<file path="src/nvm_seq_pkg.sv">
// Package: constants for the nonvolatile memory command sequencer
//**********************************************************************
// Contract
// Pump on for command, off after done
// Keep pump on for queued same-block burst
// Burst blocks are 64 aligned bytes
// Abort command stops active sector erase
// Software first writes any array address
// Command code 0x47 decodes as abort
// Writing one to buffer-empty launches command
// Cut-short erase sets access error at completion
// Normally finished erase leaves access error clear
// Software re-erases sector after aborted erase
// Select 0x1F none; each step 1K more
// Select 0x00 protects 0x8400 through 0xFFFF
// Open bit zero protects 0x8000 through 0xFFFF
// Refuse protected program/erase, flag the refusal
//**********************************************************************
package nvm_seq_pkg;
    localparam int         ADDR_W          = 16;
    localparam int         BURST_BYTES     = 64;
    localparam int         BURST_LSB       = $clog2(BURST_BYTES);
    localparam logic [7:0] CMD_BLANK       = 8'h05;
    localparam logic [7:0] CMD_BYTE_PROG   = 8'h20;
    localparam logic [7:0] CMD_BURST_PROG  = 8'h25;
    localparam logic [7:0] CMD_SECT_ERASE  = 8'h40;
    localparam logic [7:0] CMD_MASS_ERASE  = 8'h41;
    localparam logic [7:0] CMD_ERASE_ABORT = 8'h47;
    localparam logic [4:0] PROT_NONE       = 5'h1F;
    localparam int         PROT_STEP_LSB   = 10;
    localparam logic [15:0] PROT_FULL_BASE = 16'h8000;
    localparam logic [15:0] PROT_TOP_ADDR  = 16'hFFFF;
    localparam logic [7:0] RST_CMD         = 8'h00;
    localparam int         PUMP_UP_NS      = 20;
    localparam int         PROG_NS         = 80;
    localparam int         BURST_NS        = 40;
    localparam int         ERASE_NS        = 400;
    localparam int         CLK_PERIOD_NS   = 4;
    localparam int         PUMP_UP_CYC     = (PUMP_UP_NS + CLK_PERIOD_NS - 1) / CLK_PERIOD_NS;
    localparam int         PROG_CYC        = (PROG_NS + CLK_PERIOD_NS - 1) / CLK_PERIOD_NS;
    localparam int         BURST_CYC       = (BURST_NS + CLK_PERIOD_NS - 1) / CLK_PERIOD_NS;
    localparam int         ERASE_CYC       = (ERASE_NS + CLK_PERIOD_NS - 1) / CLK_PERIOD_NS;
    localparam int         CNT_W           = 16;
    typedef enum logic [2:0] {ST_IDLE, ST_PUMP_UP, ST_EXEC, ST_ABORT_WAIT} seq_state_e;
endpackage : nvm_seq_pkg

</file>
<file path="src/nvm_protect_map.sv">
// Module: block protection range decode
module nvm_protect_map
(
    input  wire logic [15:0] addr,
    input  wire logic [4:0]  protect_select_field,
    input  wire logic        protect_open_bit,
    output logic             is_protected
);
    logic [15:0] base;
    always_comb
    begin
        // Base address moves down 1K per step below the top code
        base = 16'(({11'h000, protect_select_field} + 16'h0001) << nvm_seq_pkg::PROT_STEP_LSB)
               + nvm_seq_pkg::PROT_FULL_BASE;
        if (!protect_open_bit)
            is_protected = (addr >= nvm_seq_pkg::PROT_FULL_BASE);
        else if (protect_select_field == nvm_seq_pkg::PROT_NONE)
            is_protected = 1'b0;
        else
            is_protected = (addr >= base) && (addr <= nvm_seq_pkg::PROT_TOP_ADDR);
    end
endmodule : nvm_protect_map

</file>
<file path="src/nvm_sequencer.sv">
// Module: command sequencer with burst pump hold and erase abort
module nvm_sequencer
#(
    parameter int PUMP_UP_CYC = nvm_seq_pkg::PUMP_UP_CYC,
    parameter int PROG_CYC    = nvm_seq_pkg::PROG_CYC,
    parameter int BURST_CYC   = nvm_seq_pkg::BURST_CYC,
    parameter int ERASE_CYC   = nvm_seq_pkg::ERASE_CYC
)
(
    input  wire logic        clock,
    input  wire logic        sys_rst,
    input  wire logic        array_wr,
    input  wire logic [15:0] array_wr_addr,
    input  wire logic [7:0]  array_wr_data,
    input  wire logic        cmd_wr,
    input  wire logic [7:0]  cmd_wr_data,
    input  wire logic        launch_w1c,
    input  wire logic        access_error_w1c,
    input  wire logic        protect_error_w1c,
    input  wire logic [4:0]  protect_select_field,
    input  wire logic        protect_open_bit,
    output logic             cmd_buffer_empty_flag,
    output logic             cmd_complete_flag,
    output logic             access_error_flag,
    output logic             protect_error_flag,
    output logic [7:0]       nvm_command_reg,
    output logic             pump_on,
    output logic             array_prog_pulse,
    output logic             array_erase_pulse,
    output logic [15:0]      op_addr,
    output logic [7:0]       op_data
);
    //******************************************************************
    // Command buffer
    //******************************************************************
    logic [15:0] buf_addr_ff;
    logic [7:0]  buf_data_ff;
    logic        buf_loaded_ff;
    logic        buf_full_ff;
    logic        buf_prot;
    logic        take;
    logic        is_abort;
    logic [15:0] cur_addr_ff;
    logic [7:0]  cur_data_ff;
    logic [7:0]  cur_cmd_ff;
    logic        cur_burst;
    logic        cur_erase;
    logic        same_block;
    logic        hold_pump;
    logic        abort_req_ff;
    logic        done;
    logic        erase_cut;
    logic        launch_ok;
    logic [nvm_seq_pkg::CNT_W-1:0] cnt_ff;
    nvm_seq_pkg::seq_state_e state_ff;

    //******************************************************************
    // Protection lookup
    //******************************************************************
    nvm_protect_map u_prot
    (
        .addr                 (buf_addr_ff),
        .protect_select_field (protect_select_field),
        .protect_open_bit     (protect_open_bit),
        .is_protected         (buf_prot)
    );

    //******************************************************************
    // Command decode
    //******************************************************************
    assign is_abort  = (nvm_command_reg == nvm_seq_pkg::CMD_ERASE_ABORT);
    // Launch needs an empty buffer and a loaded array write, else it is ignored
    assign launch_ok = launch_w1c && !buf_full_ff && buf_loaded_ff;
    assign cur_burst = (cur_cmd_ff == nvm_seq_pkg::CMD_BURST_PROG);
    assign cur_erase = (cur_cmd_ff == nvm_seq_pkg::CMD_SECT_ERASE)
                    || (cur_cmd_ff == nvm_seq_pkg::CMD_MASS_ERASE);
    assign same_block = (buf_addr_ff[15:nvm_seq_pkg::BURST_LSB]
                         == cur_addr_ff[15:nvm_seq_pkg::BURST_LSB]);
    assign done = (state_ff == nvm_seq_pkg::ST_EXEC) && (cnt_ff == '0);
    // Queued unprotected burst into the same block keeps the pump; anything else drops it.
    // Spelled out in full: a continuous assignment does not follow
    // the module signals that a function reads.
    assign hold_pump = done && cur_burst && buf_full_ff
                    && (nvm_command_reg == nvm_seq_pkg::CMD_BURST_PROG)
                    && same_block
                    && !buf_prot;
    // Abort only cuts an erase that still has time left to run
    assign erase_cut = (state_ff == nvm_seq_pkg::ST_EXEC) && cur_erase
                    && abort_req_ff && (cnt_ff != '0);
    // Idle sequencer takes a launched command unless it is an abort or is refused
    assign take = (state_ff == nvm_seq_pkg::ST_IDLE) && buf_full_ff && !is_abort
               && !buf_prot;

    // Buffer write takes the address and data whenever the buffer is empty, for any command, abort included
    always_ff @(posedge clock)
    begin
        if (sys_rst)
        begin
            buf_addr_ff   <= 16'h0000;
            buf_data_ff   <= 8'h00;
            buf_loaded_ff <= 1'b0;
        end
        else if (array_wr && buf_empty_ok())
        begin
            buf_addr_ff   <= array_wr_addr;
            buf_data_ff   <= array_wr_data;
            buf_loaded_ff <= 1'b1;
        end
        // Each launch needs a fresh array write
        else if (launch_ok)
            buf_loaded_ff <= 1'b0;
    end

    function automatic logic buf_empty_ok();
        buf_empty_ok = !buf_full_ff;
    endfunction : buf_empty_ok

    //******************************************************************
    // Command register
    //******************************************************************
    // Code is frozen while a launched command waits, so it cannot shift under it
    always_ff @(posedge clock)
    begin
        if (sys_rst)
            nvm_command_reg <= nvm_seq_pkg::RST_CMD;
        else if (cmd_wr && !buf_full_ff)
            nvm_command_reg <= cmd_wr_data;
    end

    //******************************************************************
    // Launch
    //******************************************************************
    // Full means launched and waiting for the sequencer
    always_ff @(posedge clock)
    begin
        if (sys_rst)
            buf_full_ff <= 1'b0;
        else if (launch_ok)
            buf_full_ff <= 1'b1;
        else if (buf_full_ff && (is_abort || buf_prot
                 || (state_ff == nvm_seq_pkg::ST_IDLE)
                 || hold_pump_q()))
            buf_full_ff <= 1'b0;
    end

    function automatic logic hold_pump_q();
        hold_pump_q = done && cur_burst && (nvm_command_reg == nvm_seq_pkg::CMD_BURST_PROG)
                   && same_block;
    endfunction : hold_pump_q

    assign cmd_buffer_empty_flag = !buf_full_ff;

    //******************************************************************
    // Abort request
    //******************************************************************
    always_ff @(posedge clock)
    begin
        if (sys_rst)
            abort_req_ff <= 1'b0;
        // An abort seen while idle has nothing to cut and is dropped
        else if (buf_full_ff && is_abort)
            abort_req_ff <= (state_ff != nvm_seq_pkg::ST_IDLE);
        else if (state_ff == nvm_seq_pkg::ST_IDLE)
            abort_req_ff <= 1'b0;
    end

    //******************************************************************
    // Sequencer
    //******************************************************************
    always_ff @(posedge clock)
    begin
        if (sys_rst)
        begin
            state_ff    <= nvm_seq_pkg::ST_IDLE;
            cnt_ff      <= '0;
            cur_addr_ff <= 16'h0000;
            cur_data_ff <= 8'h00;
            cur_cmd_ff  <= nvm_seq_pkg::RST_CMD;
        end
        else
        begin
            case (state_ff)
                nvm_seq_pkg::ST_IDLE:
                begin
                    // Refused commands never start: the buffer empties instead
                    if (buf_full_ff && take)
                    begin
                        cur_addr_ff <= buf_addr_ff;
                        cur_data_ff <= buf_data_ff;
                        cur_cmd_ff  <= nvm_command_reg;
                        cnt_ff      <= nvm_seq_pkg::CNT_W'(PUMP_UP_CYC - 1);
                        state_ff    <= nvm_seq_pkg::ST_PUMP_UP;
                    end
                end
                nvm_seq_pkg::ST_PUMP_UP:
                begin
                    // Counts load N-1 so each phase lasts N cycles
                    if (cnt_ff == '0)
                    begin
                        state_ff <= nvm_seq_pkg::ST_EXEC;
                        if (cur_erase)
                            cnt_ff <= nvm_seq_pkg::CNT_W'(ERASE_CYC - 1);
                        else if (cur_burst)
                            cnt_ff <= nvm_seq_pkg::CNT_W'(BURST_CYC - 1);
                        else
                            cnt_ff <= nvm_seq_pkg::CNT_W'(PROG_CYC - 1);
                    end
                    else
                        cnt_ff <= cnt_ff - 1'b1;
                end
                nvm_seq_pkg::ST_EXEC:
                begin
                    // A cut erase commits nothing, so no erase strobe follows
                    if (erase_cut)
                        state_ff <= nvm_seq_pkg::ST_IDLE;
                    else if (cnt_ff != '0)
                        cnt_ff <= cnt_ff - 1'b1;
                    else if (hold_pump)
                    begin
                        cur_addr_ff <= buf_addr_ff;
                        cur_data_ff <= buf_data_ff;
                        cnt_ff      <= nvm_seq_pkg::CNT_W'(BURST_CYC - 1);
                    end
                    else
                        state_ff <= nvm_seq_pkg::ST_IDLE;
                end
                default:
                    state_ff <= nvm_seq_pkg::ST_IDLE;
            endcase
        end
    end

    //******************************************************************
    // Charge pump
    //******************************************************************
    assign pump_on = (state_ff == nvm_seq_pkg::ST_PUMP_UP)
                  || (state_ff == nvm_seq_pkg::ST_EXEC);

    //******************************************************************
    // Array strobes
    //******************************************************************
    always_ff @(posedge clock)
    begin
        if (sys_rst)
        begin
            array_prog_pulse  <= 1'b0;
            array_erase_pulse <= 1'b0;
            op_addr           <= 16'h0000;
            op_data           <= 8'h00;
        end
        else
        begin
            // Commit only on full completion; a cut erase writes nothing final
            array_prog_pulse  <= done && !cur_erase && (cur_cmd_ff != nvm_seq_pkg::CMD_BLANK);
            array_erase_pulse <= done && cur_erase;
            // Address and data lag one cycle so they line up with the strobe
            op_addr           <= cur_addr_ff;
            op_data           <= cur_data_ff;
        end
    end

    //******************************************************************
    // Status flags: hardware set beats software clear
    //******************************************************************
    logic complete_set;
    // A command still queued at the end keeps complete low across the gap
    assign complete_set = (done && !buf_full_ff) || erase_cut;

    // Launch clears before the idle refresh, or a launch from idle never shows
    always_ff @(posedge clock)
    begin
        if (sys_rst)
            cmd_complete_flag <= 1'b1;
        else if (complete_set)
            cmd_complete_flag <= 1'b1;
        else if (launch_ok)
            cmd_complete_flag <= 1'b0;
        else if ((state_ff == nvm_seq_pkg::ST_IDLE) && !buf_full_ff)
            cmd_complete_flag <= 1'b1;
    end

    always_ff @(posedge clock)
    begin
        if (sys_rst)
            access_error_flag <= 1'b0;
        // Sets with complete in the cut cycle; a normal finish leaves it clear
        else if (erase_cut)
            access_error_flag <= 1'b1;
        else if (access_error_w1c)
            access_error_flag <= 1'b0;
    end

    always_ff @(posedge clock)
    begin
        if (sys_rst)
            protect_error_flag <= 1'b0;
        // Blank check only reads, so a protected target is no error
        else if (buf_full_ff && buf_prot && !is_abort
                 && (nvm_command_reg != nvm_seq_pkg::CMD_BLANK))
            protect_error_flag <= 1'b1;
        else if (protect_error_w1c)
            protect_error_flag <= 1'b0;
    end
endmodule : nvm_sequencer

</file>
<file path="config.mk">
export PLATFORM = sky130hd
export DESIGN_NAME = nvm_sequencer
export DESIGN_NICKNAME = d
export VERILOG_FILES = /design/src/nvm_seq_pkg.sv /design/src/nvm_protect_map.sv /design/src/nvm_sequencer.sv
export SDC_FILE = /design/constraint.sdc
export NUM_CORES = 1
export LEC_CHECK = 0
export ABC_AREA = 1
export BUFFER_PORTS_ARGS = -buffer_cell sky130_fd_sc_hd__buf_2
export CAP_MARGIN = 15
export CORE_ASPECT_RATIO = 0.75
export CORE_UTILIZATION = 35
export CTS_BUF_LIST = sky130_fd_sc_hd__clkbuf_8
export CTS_CLUSTER_DIAMETER = 50
export DETAILED_ROUTE_END_ITERATION = 7
export GPL_ROUTABILITY_DRIVEN = 0
export PLACE_DENSITY_LB_ADDON = 0.3
export SYNTH_ARGS = -nofsm -noshare
export SYNTH_HDL_FRONTEND = slang
export SYNTH_SLANG_ARGS = --single-unit
</file>
<file path="constraint.sdc">
create_clock -name clock -period 3.2 [get_ports clock]
set_input_delay 0.32 -clock clock [delete_from_list [all_inputs] [get_ports clock]]
set_output_delay 0.32 -clock clock [all_outputs]
set_load 0.005 [all_outputs]
</file>
---- Word-level counts from Yosys, hierarchy flattened ----
Index checks and enable logic that the tools add are counted.
storage, ports and cells
  memory bits (read-only) ................. 0
  RAM bits ................................ 0
  bits in registers ....................... 115
  memories ................................ 0
  output and inout port bits .............. 39
  latch bits .............................. 0
  word-level logic and storage cells ...... 138
cells by class
  shift-type cells ........................ 0
  div/mod/pow operators ................... 0
  $mul .................................... 0
  eq/ne operators ......................... 19
  magnitude comparators ................... 3
  bitwise logic cells ..................... 0
  mux-type cells .......................... 38
  add/subtract/negate cells ............... 3
  reduce and logical (&&, ||, !) cells .... 57
operators by type and width
  operator                count
  $mux 16                 9
  $pmux 16 s3             1
  $mux 8                  4
  $pmux 16 s2             1
  $logic_and 1x1->1       30
  $eq 8x7->1 const B      3
  $add 16x16->16 const B  1
  $eq 8x6->1 const B      2
  $ge 16x16->1            1
  $ge 16x16->1 const B    1
  $le 16x16->1 const B    1
  $logic_not 16->1        1
  $ne 8x3->1 const B      2
  $pmux 8 s2              1
  $reduce_bool 16->1      1
  $sub 16x1->16 const B   1
  $mux 3                  5
  $mux 1                  14
  $reduce_bool 2->1       7
  $eq 10x10->1            1
  $ne 2x2->1 const B      5
  $ne 3x3->1 const B      3
  $pmux 3 s3              1
  $reduce_and 4->1        2
  13 further kinds        22

---- Logic depth before layout (Yosys ltp) ----
Gate-level depths: netlist (run 1).
  depth in word-level cells ............... 12
  mapped depth ............................ 20
  gate-level depth less buffers ........... 19

---- By module ----
A second synthesis (run 1) with hierarchy kept.
second synthesis, totals
  cells, all modules ...................... 804
  area total of the unflattened synthesis .. 5471.5 um2
modules (own cells, without submodules)
  module           seq. area each (um2)  area an instance (um2)  cells an instance  times used
  nvm_sequencer    2282.2                5165.0                  748                1
  nvm_protect_map  0.0                   306.5                   56                 1

---- Worst setup path before layout (run 1) ----
No wires, ideal clock.
  path kind ............................... in2reg
  from .................................... input protect_select_field[0]
  to ...................................... register cur_addr_ff[12]
  cell stages on the path ................. 19
  library setup time ...................... 0.111 ns
  slack ................................... 0.513 ns
  path buffers ............................ 1
  arrival ................................. 2.576 ns
  cells stage by stage .................... ha_1 -> nand2_1 -> nor2_1 -> ha_1 -> inv_1 -> ha_1 -> nand2_1 -> inv_1 -> nand2_1 -> nand2_1 -> nor2_1 -> nand2_1 -> a21boi_4 -> nand2_1 -> o21ai_1 -> clkbuf_1 -> nand3_1 -> nand2_1 -> nor2_2
on the way
  cells in the longest elaborated chain, start to end .. 11
ends and longest elaborated chain
  item                                 RTL line                                  text
  from (decl)                          nvm_sequencer.sv:20                       input wire logic [4:0] protect_select_field,
  $add 5x1->6                          nvm_protect_map.sv:13                     base = 16'(({11'h000, protect_select_field} + 16'h0001) << nvm_seq_pkg::PROT_STEP_LSB)
  $add 16x16->16                       nvm_protect_map.sv:14                     + nvm_seq_pkg::PROT_FULL_BASE;
  $ge 16x16->1                         nvm_protect_map.sv:20                     is_protected = (addr >= base) && (addr <= nvm_seq_pkg::PROT_TOP_ADDR);
  $logic_and 1x1->1                    nvm_protect_map.sv:20
  $mux 1 *                             nvm_protect_map.sv:17                     else if (protect_select_field == nvm_seq_pkg::PROT_NONE)
  $mux 1 *                             nvm_protect_map.sv:15                     if (!protect_open_bit)
  $logic_not 1->1 *                    nvm_sequencer.sv:86, nvm_sequencer.sv:92
  $logic_and 1x1->1                    nvm_sequencer.sv:92                       && !buf_prot;
  $logic_and 1x1->1                    nvm_sequencer.sv:186                      if (buf_full_ff && take)
  $ne 2x2->1 (no source line)          n/a
  $reduce_and 5->1 (no source line) *  n/a
  to (signal assigned)                 nvm_sequencer.sv:188                      cur_addr_ff <= buf_addr_ff;
  to (signal assigned)                 nvm_sequencer.sv:220                      cur_addr_ff <= buf_addr_ff;
  to (decl)                            nvm_sequencer.sv:43                       logic [15:0] cur_addr_ff;
Mark *: on every way between the ends. The rest lies on a longest branch, timed or not.
A chain may end at the register's enable or synchronous reset.

---- Worst setup path in the final report (run 1) ----
  from .................................... input protect_select_field[0]
  to ...................................... register cnt_ff[3] in the netlist's numbering
on the way
  cells in the longest elaborated chain, start to end .. 11
ends and longest elaborated chain
  item                                 RTL line                                  text
  $add 5x1->6                          nvm_protect_map.sv:13
  $add 16x16->16                       nvm_protect_map.sv:14
  $ge 16x16->1                         nvm_protect_map.sv:20
  $logic_and 1x1->1                    nvm_protect_map.sv:20
  $mux 1 *                             nvm_protect_map.sv:17
  $mux 1 *                             nvm_protect_map.sv:15
  $logic_not 1->1 *                    nvm_sequencer.sv:86, nvm_sequencer.sv:92
  $logic_and 1x1->1                    nvm_sequencer.sv:92
  $logic_and 1x1->1                    nvm_sequencer.sv:186
  $ne 2x2->1 (no source line)          n/a
  $reduce_and 4->1 (no source line) *  n/a
  to (signal assigned)                 nvm_sequencer.sv:191                      cnt_ff <= nvm_seq_pkg::CNT_W'(PUMP_UP_CYC - 1);
  to (signal assigned)                 nvm_sequencer.sv:202                      cnt_ff <= nvm_seq_pkg::CNT_W'(ERASE_CYC - 1);
  to (signal assigned)                 nvm_sequencer.sv:204                      cnt_ff <= nvm_seq_pkg::CNT_W'(BURST_CYC - 1);
  to (decl)                            nvm_sequencer.sv:54                       logic [nvm_seq_pkg::CNT_W-1:0] cnt_ff;
Marked as above.

==> results of run 1 <==
## metal layers
layer / global-route usage [%] / vias to the layer above
met1: 25.50 / 2087
li1: - / 2514
met4: 6.090 / 0
met2: 25.24 / 98
met3: 5.007 / 13
met5: 0 / -
## final cells by class
type | instances | area (µm²) | area share, %
timing repair buffer | 95 | 518.0 | 8.137
sequential | 114 | 2282 | 35.85
tap | 200 | 250.2 | 3.931
clock inverter | 14 | 155.1 | 2.437
multi-input combinational | 511 | 2541 | 39.92
clock buffer | 18 | 247.7 | 3.892
inverter | 99 | 371.6 | 5.837
## synth_stat cells (all sizes together) (3+ instances only)
library cell | n | area, µm²
o21ai | 47 | 235.2
nand4 | 13 | 81.33
a21boi | 3 | 33.78
a21oi | 36 | 180.2
ha | 13 | 162.7
nor2 | 180 | 808.3
nand3 | 38 | 220.2
dfxtp | 114 | 2282
xor2 | 9 | 78.83
nand3b | 10 | 75.07
clkbuf | 18 | 67.56
buf | 10 | 91.33
inv | 98 | 367.9
nor3 | 5 | 25.02
nand2 | 147 | 566.8
## through the flow
| step | hold WS [ps] | cell area, µm² | util (%) | cells | power [W] |
|---|---|---|---|---|---|
| finish | 116.1 | 6366 | 43.33 | 1051 | 0.004628 |
| CTS | 86.67 | 6366 | 43.33 | 1051 | 0.004675 |
| floorplan | 414.8 | 5354 | - | 752 | 0.002954 |
| global placement | 423.4 | 5963 | 40.59 | 1019 | 0.003281 |
| global route | 125.7 | 6366 | 43.33 | 1051 | 0.004996 |
| detailed placement | 425.1 | 5963 | 40.59 | 1019 | 0.003295 |
## worst max path at each step
stage | to | slack, ps | cells after the start | from
finish | cnt_ff[3] | 620 | 20 | protect_select_field[0]
global route | cnt_ff[15] | 280 | 21 | protect_select_field[0]
CTS | cnt_ff[3] | 620 | 20 | protect_select_field[0]
detailed placement | cnt_ff[8] | 130 | 20 | protect_select_field[0]
global placement | cnt_ff[5] | 200 | 20 | protect_select_field[0]
floorplan | cur_addr_ff[12] | 510 | 19 | protect_select_field[0]
## critical path: stages
cell      delay (ps)
buf_2            110
ha_1             210
nand2_1           70
nor2_1            40
ha_1             260
inv_1             40
ha_1             260
nand2_1           80
inv_1             40
nand2_1           50
nand2_1           40
nor2_1           100
nand2_1           90
a21boi_4         230
nand2_1          110
buf_4            190
nand2_1          150
nand3_4          270
nor2_1           180
nor2_1            60
## where the power goes
group | internal, W | leakage, nW | total, W | switching (W)
clock network | 0.000722 | 0.200 | 0.00136 | 0.000640
logic | 0.000543 | 1.84 | 0.00146 | 0.000922
registers | 0.00165 | 0.934 | 0.00180 | 0.000156
## logic make-up (layout without fill, tap and decap cells)
logic type / count (synthesis) / count (layout) / synth area share, %
xor gates and xnor gates: 11 / 11 / 1.800
adders and majority gates: 13 / 13 / 3.038
DFF: 114 / 114 / 42.63
AOI/OAI and AO/OA: 90 / 90 / 8.951
buffers and inverters: 127 / 226 / 9.909
and+or+nand+nor: 397 / 397 / 33.68
==> metrics.txt, run 1 <==
status completed; Leakage 2.975 nW; die area 15,800 µm²; Via-to-Cell Ratio around 4.5; Avg WL per Cell 12.05 µm; Tcrit/Tclk final 80.68%; routed wire length 12.67 mm; most frequent cells in the layout 143 x nand2_1, 133 x nor2_1, 114 x dfxtp_1, 97 x inv_1, 83 x buf_2; Setup WS pre-CTS 134.5 ps; largest net degree at the start of global routing 58; Mapped Avg Cell Area 7.120 µm²; row count 38; DR pass1 iterations 5; max-slew violations 0; crit-path max FO 26; fillers roughly 1,500; routed wl met2 5.154 mm; final worst slack a little over 600 ps; Max Clk Rate 387.3 MHz; global route overflow 0; CTS tree done; Synth cell types 36; Post-Syn Instances 752; Global Route Usage Sum between 15 and 20%; vias around 4,700; R2R Path End cur_addr_ff[9]; ANT cells 0; R2R setup slack 770 ps; Root Driver clkbuf_8; PwrDens 727.0 nW/µm²; TritonCTS Sinks 114; Resized cells post-CTS 0; Nets 896; Clk Latency, worst-skew pair 440 ps; Yosys Warn Count 0; Critical Path End Type register; CP arrival 2910 ps; share of synthesized registers carrying an async set or reset 0%; RSZ-0062 raised after global routing false; worst reg-to-reg path cell count 14; Post-CTS Hold Buffers 0; Core Box Area 14,690 µm²; crit path kind in -> reg; worst hold path type in -> reg; maximum clock insertion buffer count 2; final hold violations 0; worst rel slew slack 51.31%; M1 wire length ~6.7 mm; layout cells sized above 1 21.50%; Reg2Reg Launch Point cnt_ff[0]; top_reg_cell synth dfxtp_1; Port Buf Inserts slightly above 80; worst-margin pin slew about 730 ps; post-CTS setup buffer count 0; most common cell after layout, fill and taps aside nand2_1; first-pass GRT wire length 21.38 mm; Worst Hold End access_error_flag; # H-tree levels 4; clock slew at reported path FFs 80 ps; # setup viols final 0; DRC violations left 0; DR WL met3 642 µm; Synth Net Count 810; uppermost layer routed met4; initial antenna violation count 0; Area Overhead vs Synth 18.91%; clock skew 12.53 ps; Yosys reg bits 114; post-synthesis sequential area ratio a little over two fifths; die width 144.8 µm; initial core utilization 36.44%; EDFF count, synth 0; chip height 109.1 µm; I/O pin count 84; minimum clock period around 2600 ps; # Max-Cap Violations 0; worst vdd ir 0.3765 mV; vias in the first global route about 4,400; DP HPWL just over 9 mm; Setup TNS 0 ps; remaining antenna violation count 0; total CTS buffers 17; Mapped Area between 5000 and 6000 µm²; hold_sp access_error_w1c; CP required 3530 ps; hold path depth 4; Starting DRT DRC Count between 200 and 250; nature of the critical path startpoint input port
(Power assumes the default switching activity.)
==> run 2, diff against run 1 <==
Clock period 3.2 ns to 2.3 ns, I/O delays scaled along.
==> run 2 against run 1 <==
Worst setup slack lost 480 ps; via count grew 3.5%; power grew 48%; critical endpoint is now cur_addr_ff[2].
==> metrics.txt, run 2 (synthesis gave the netlist of run 1 again) <==
status completed; delay-heaviest family, CP simple AND/OR/NAND/NOR gates; Setup WS pre-CTS -304.5 ps (-439.1 ps); TritonCTS Sinks 114 (unchanged); layout cells sized above 1 24.26% (+2.8 points); PnR Total Power 0.006830 W (+48%); CP peak stage delay 270 ps (about the same); total CTS buffers 17 (unchanged); most frequent cells in the layout 140 x nand2_1, 133 x nor2_1, 114 x dfxtp_1, 97 x inv_1, 81 x buf_2; RSZ-0062 raised after global routing true; CP startpoint protect_select_field[1]; Setup TNS 0 ps (unchanged); ANT cells 0 (unchanged); worst rel slew slack 48.76% (-2.6 points); critical path cell sequence buf_8 -> ha_4 -> nand2_2 -> nor2_1 -> ha_1 -> inv_1 -> ha_1 -> nand2_1 -> inv_1 -> nand2_1 -> nand2_1 -> nor2_1 -> nand2_1 -> a21boi_4 -> nand2_4 -> o21ai_4 -> and2_4 -> clkbuf_16 -> nor2_2 -> nor2_2; worst reg-to-reg path cell count 12 (-2); first-pass GRT wire length 22.22 mm (+3.9%); Critical Path End Type register; Tcrit/Tclk final 93.84%; DRC violations left 0 (unchanged); Reg2Reg Launch Point buf_addr_ff[15]; DR pass1 iterations 4 (-1); # Max-Cap Violations 0 (unchanged); Nets 919 (+2.6%); Leakage 3.143 nW (+5.6%); CP arrival 2530 ps (-380 ps); Avg WL per Cell 12.42 µm (+3.0%); Via-to-Cell Ratio 4.541 (+1.3%); worst vdd ir 0.4303 mV (+14%); final worst slack 141.7 ps (-476.5 ps); vias 4,877 (+3.5%); # H-tree levels 4 (unchanged); DP HPWL 9.673 mm (+4.2%); I/O pin count 84 (unchanged); Area Overhead vs Synth 25.47%; chip height 109.1 µm (unchanged); max-slew violations 0 (unchanged); CP required 2680 ps (-850 ps); Critical Path End cur_addr_ff[2]; most common cell after layout, fill and taps aside nand2_1; largest net degree at the start of global routing 46 (-21%); remaining antenna violation count 0 (unchanged); crit-path max FO 6 (-77%); crit path kind in -> reg; global route overflow 0 (unchanged); PwrDens 1017 nW/µm² (+40%); vias in the first global route 4,457 (+2.3%); worst hold path type in -> reg; minimum clock period 2158 ps; Root Driver clkbuf_8; R2R Path End cur_addr_ff[2]; worst-margin pin slew 761.6 ps (+33.03 ps); row count 38 (unchanged); routed wire length 13.34 mm (+5.3%); die width 144.8 µm (unchanged); clock skew 14.03 ps (+1.507 ps); final hold violations 0 (unchanged); # setup viols final 0 (unchanged); maximum clock insertion buffer count 2 (unchanged); CTS tree done; initial core utilization 36.44% (unchanged); crit path max-delay cell type ha_1; nature of the critical path startpoint input port; CP Depth 20 (unchanged); Buf/Inv on CP 4 (unchanged); CP most frequent cell nand2_1; Post-CTS Hold Buffers 0 (unchanged); Max Clk Rate 463.3 MHz; Core Box Area 14,690 µm² (unchanged); Port Buf Inserts 83 (unchanged); Layout Utilization 45.72% (+2.4 points); Non-Filler Instances 1,074 (+2.2%); initial antenna violation count 0 (unchanged); Starting DRT DRC Count 254 (+23%); fillers 1,491 (-2.0%); clock slew at reported path FFs 80 ps (about the same); R2R setup slack 150 ps (-620 ps); Global Route Usage Sum 18.45% (+0.65 points); DP Cell Count 1,039 (+2.0%); die area 15,800 µm² (unchanged); Clk Latency, worst-skew pair 430 ps (about the same)
## run 2: area by class of cell
class	instances	area (µm²)	share of cell area, %
Sequential cell	114	2282	33.97
Multi-Input combinational cell	511	2600	38.70
Clock buffer	18	247.7	3.688
Inverter	99	371.6	5.532
Tap cell	200	250.2	3.725
Clock inverter	14	175.2	2.608
Timing Repair Buffer	118	790.8	11.77
## run 2: power breakdown
part | switching (W) | internal, W | total (W)
combinational | 0.00137 | 0.000933 | 0.00231
clock | 0.000902 | 0.00111 | 0.00201
sequential | 0.000220 | 0.00229 | 0.00251
total | 0.00250 | 0.00433 | 0.00683
## run 2: routing by layer
layer | wire, µm | part of all wire, % | vias to the layer above | GRT usage, %
li1 | - | - | 2562 | -
met1 | 7183 | 54 | 2190 | 27.37
met2 | 5438 | 41 | 119 | 25.69
met3 | 646 | 4.8 | 6 | 5.007
met4 | 66 | 0.49 | 0 | 4.962
met5 | 0 | 0 | - | 0
## run 2: through the flow
stage / area, µm² / hold WS [ps]
after CTS: 6645 / 29.58
after global placement: 6222 / 424.6
final: 6718 / 49.30
after detailed placement: 6222 / 427.8
after global routing: 6718 / 46.05
after floorplan: 5409 / 393.3
## run 2: timing repair
| item | 4_1_cts | 5_1_grt |
|---|---|---|
| buffers inserted | 0 | 2 |
| endpoints found under the hold margin | 0 | 0 |
| endpoints found under the setup margin | 0 | 8 |
| resized for setup | 0 | 9 |
## run 2: worst min path at each step
stage,start,depth (start not counted),endpoint,slack (ps)
floorplan,access_error_w1c,3,access_error_flag,390
global placement,cur_data_ff[7],2,op_data[7],420
detailed placement,cur_data_ff[2],2,op_data[2],430
CTS,access_error_w1c,4,access_error_flag,30
global route,protect_error_w1c,4,protect_error_flag,50
finish,cmd_wr_data[4],3,nvm_command_reg[4],50
## run 2: tightest hold or removal path, cell delays in order
cell and delay, ps:
buf_2 70, o21ai_0 70, nor2_1 80
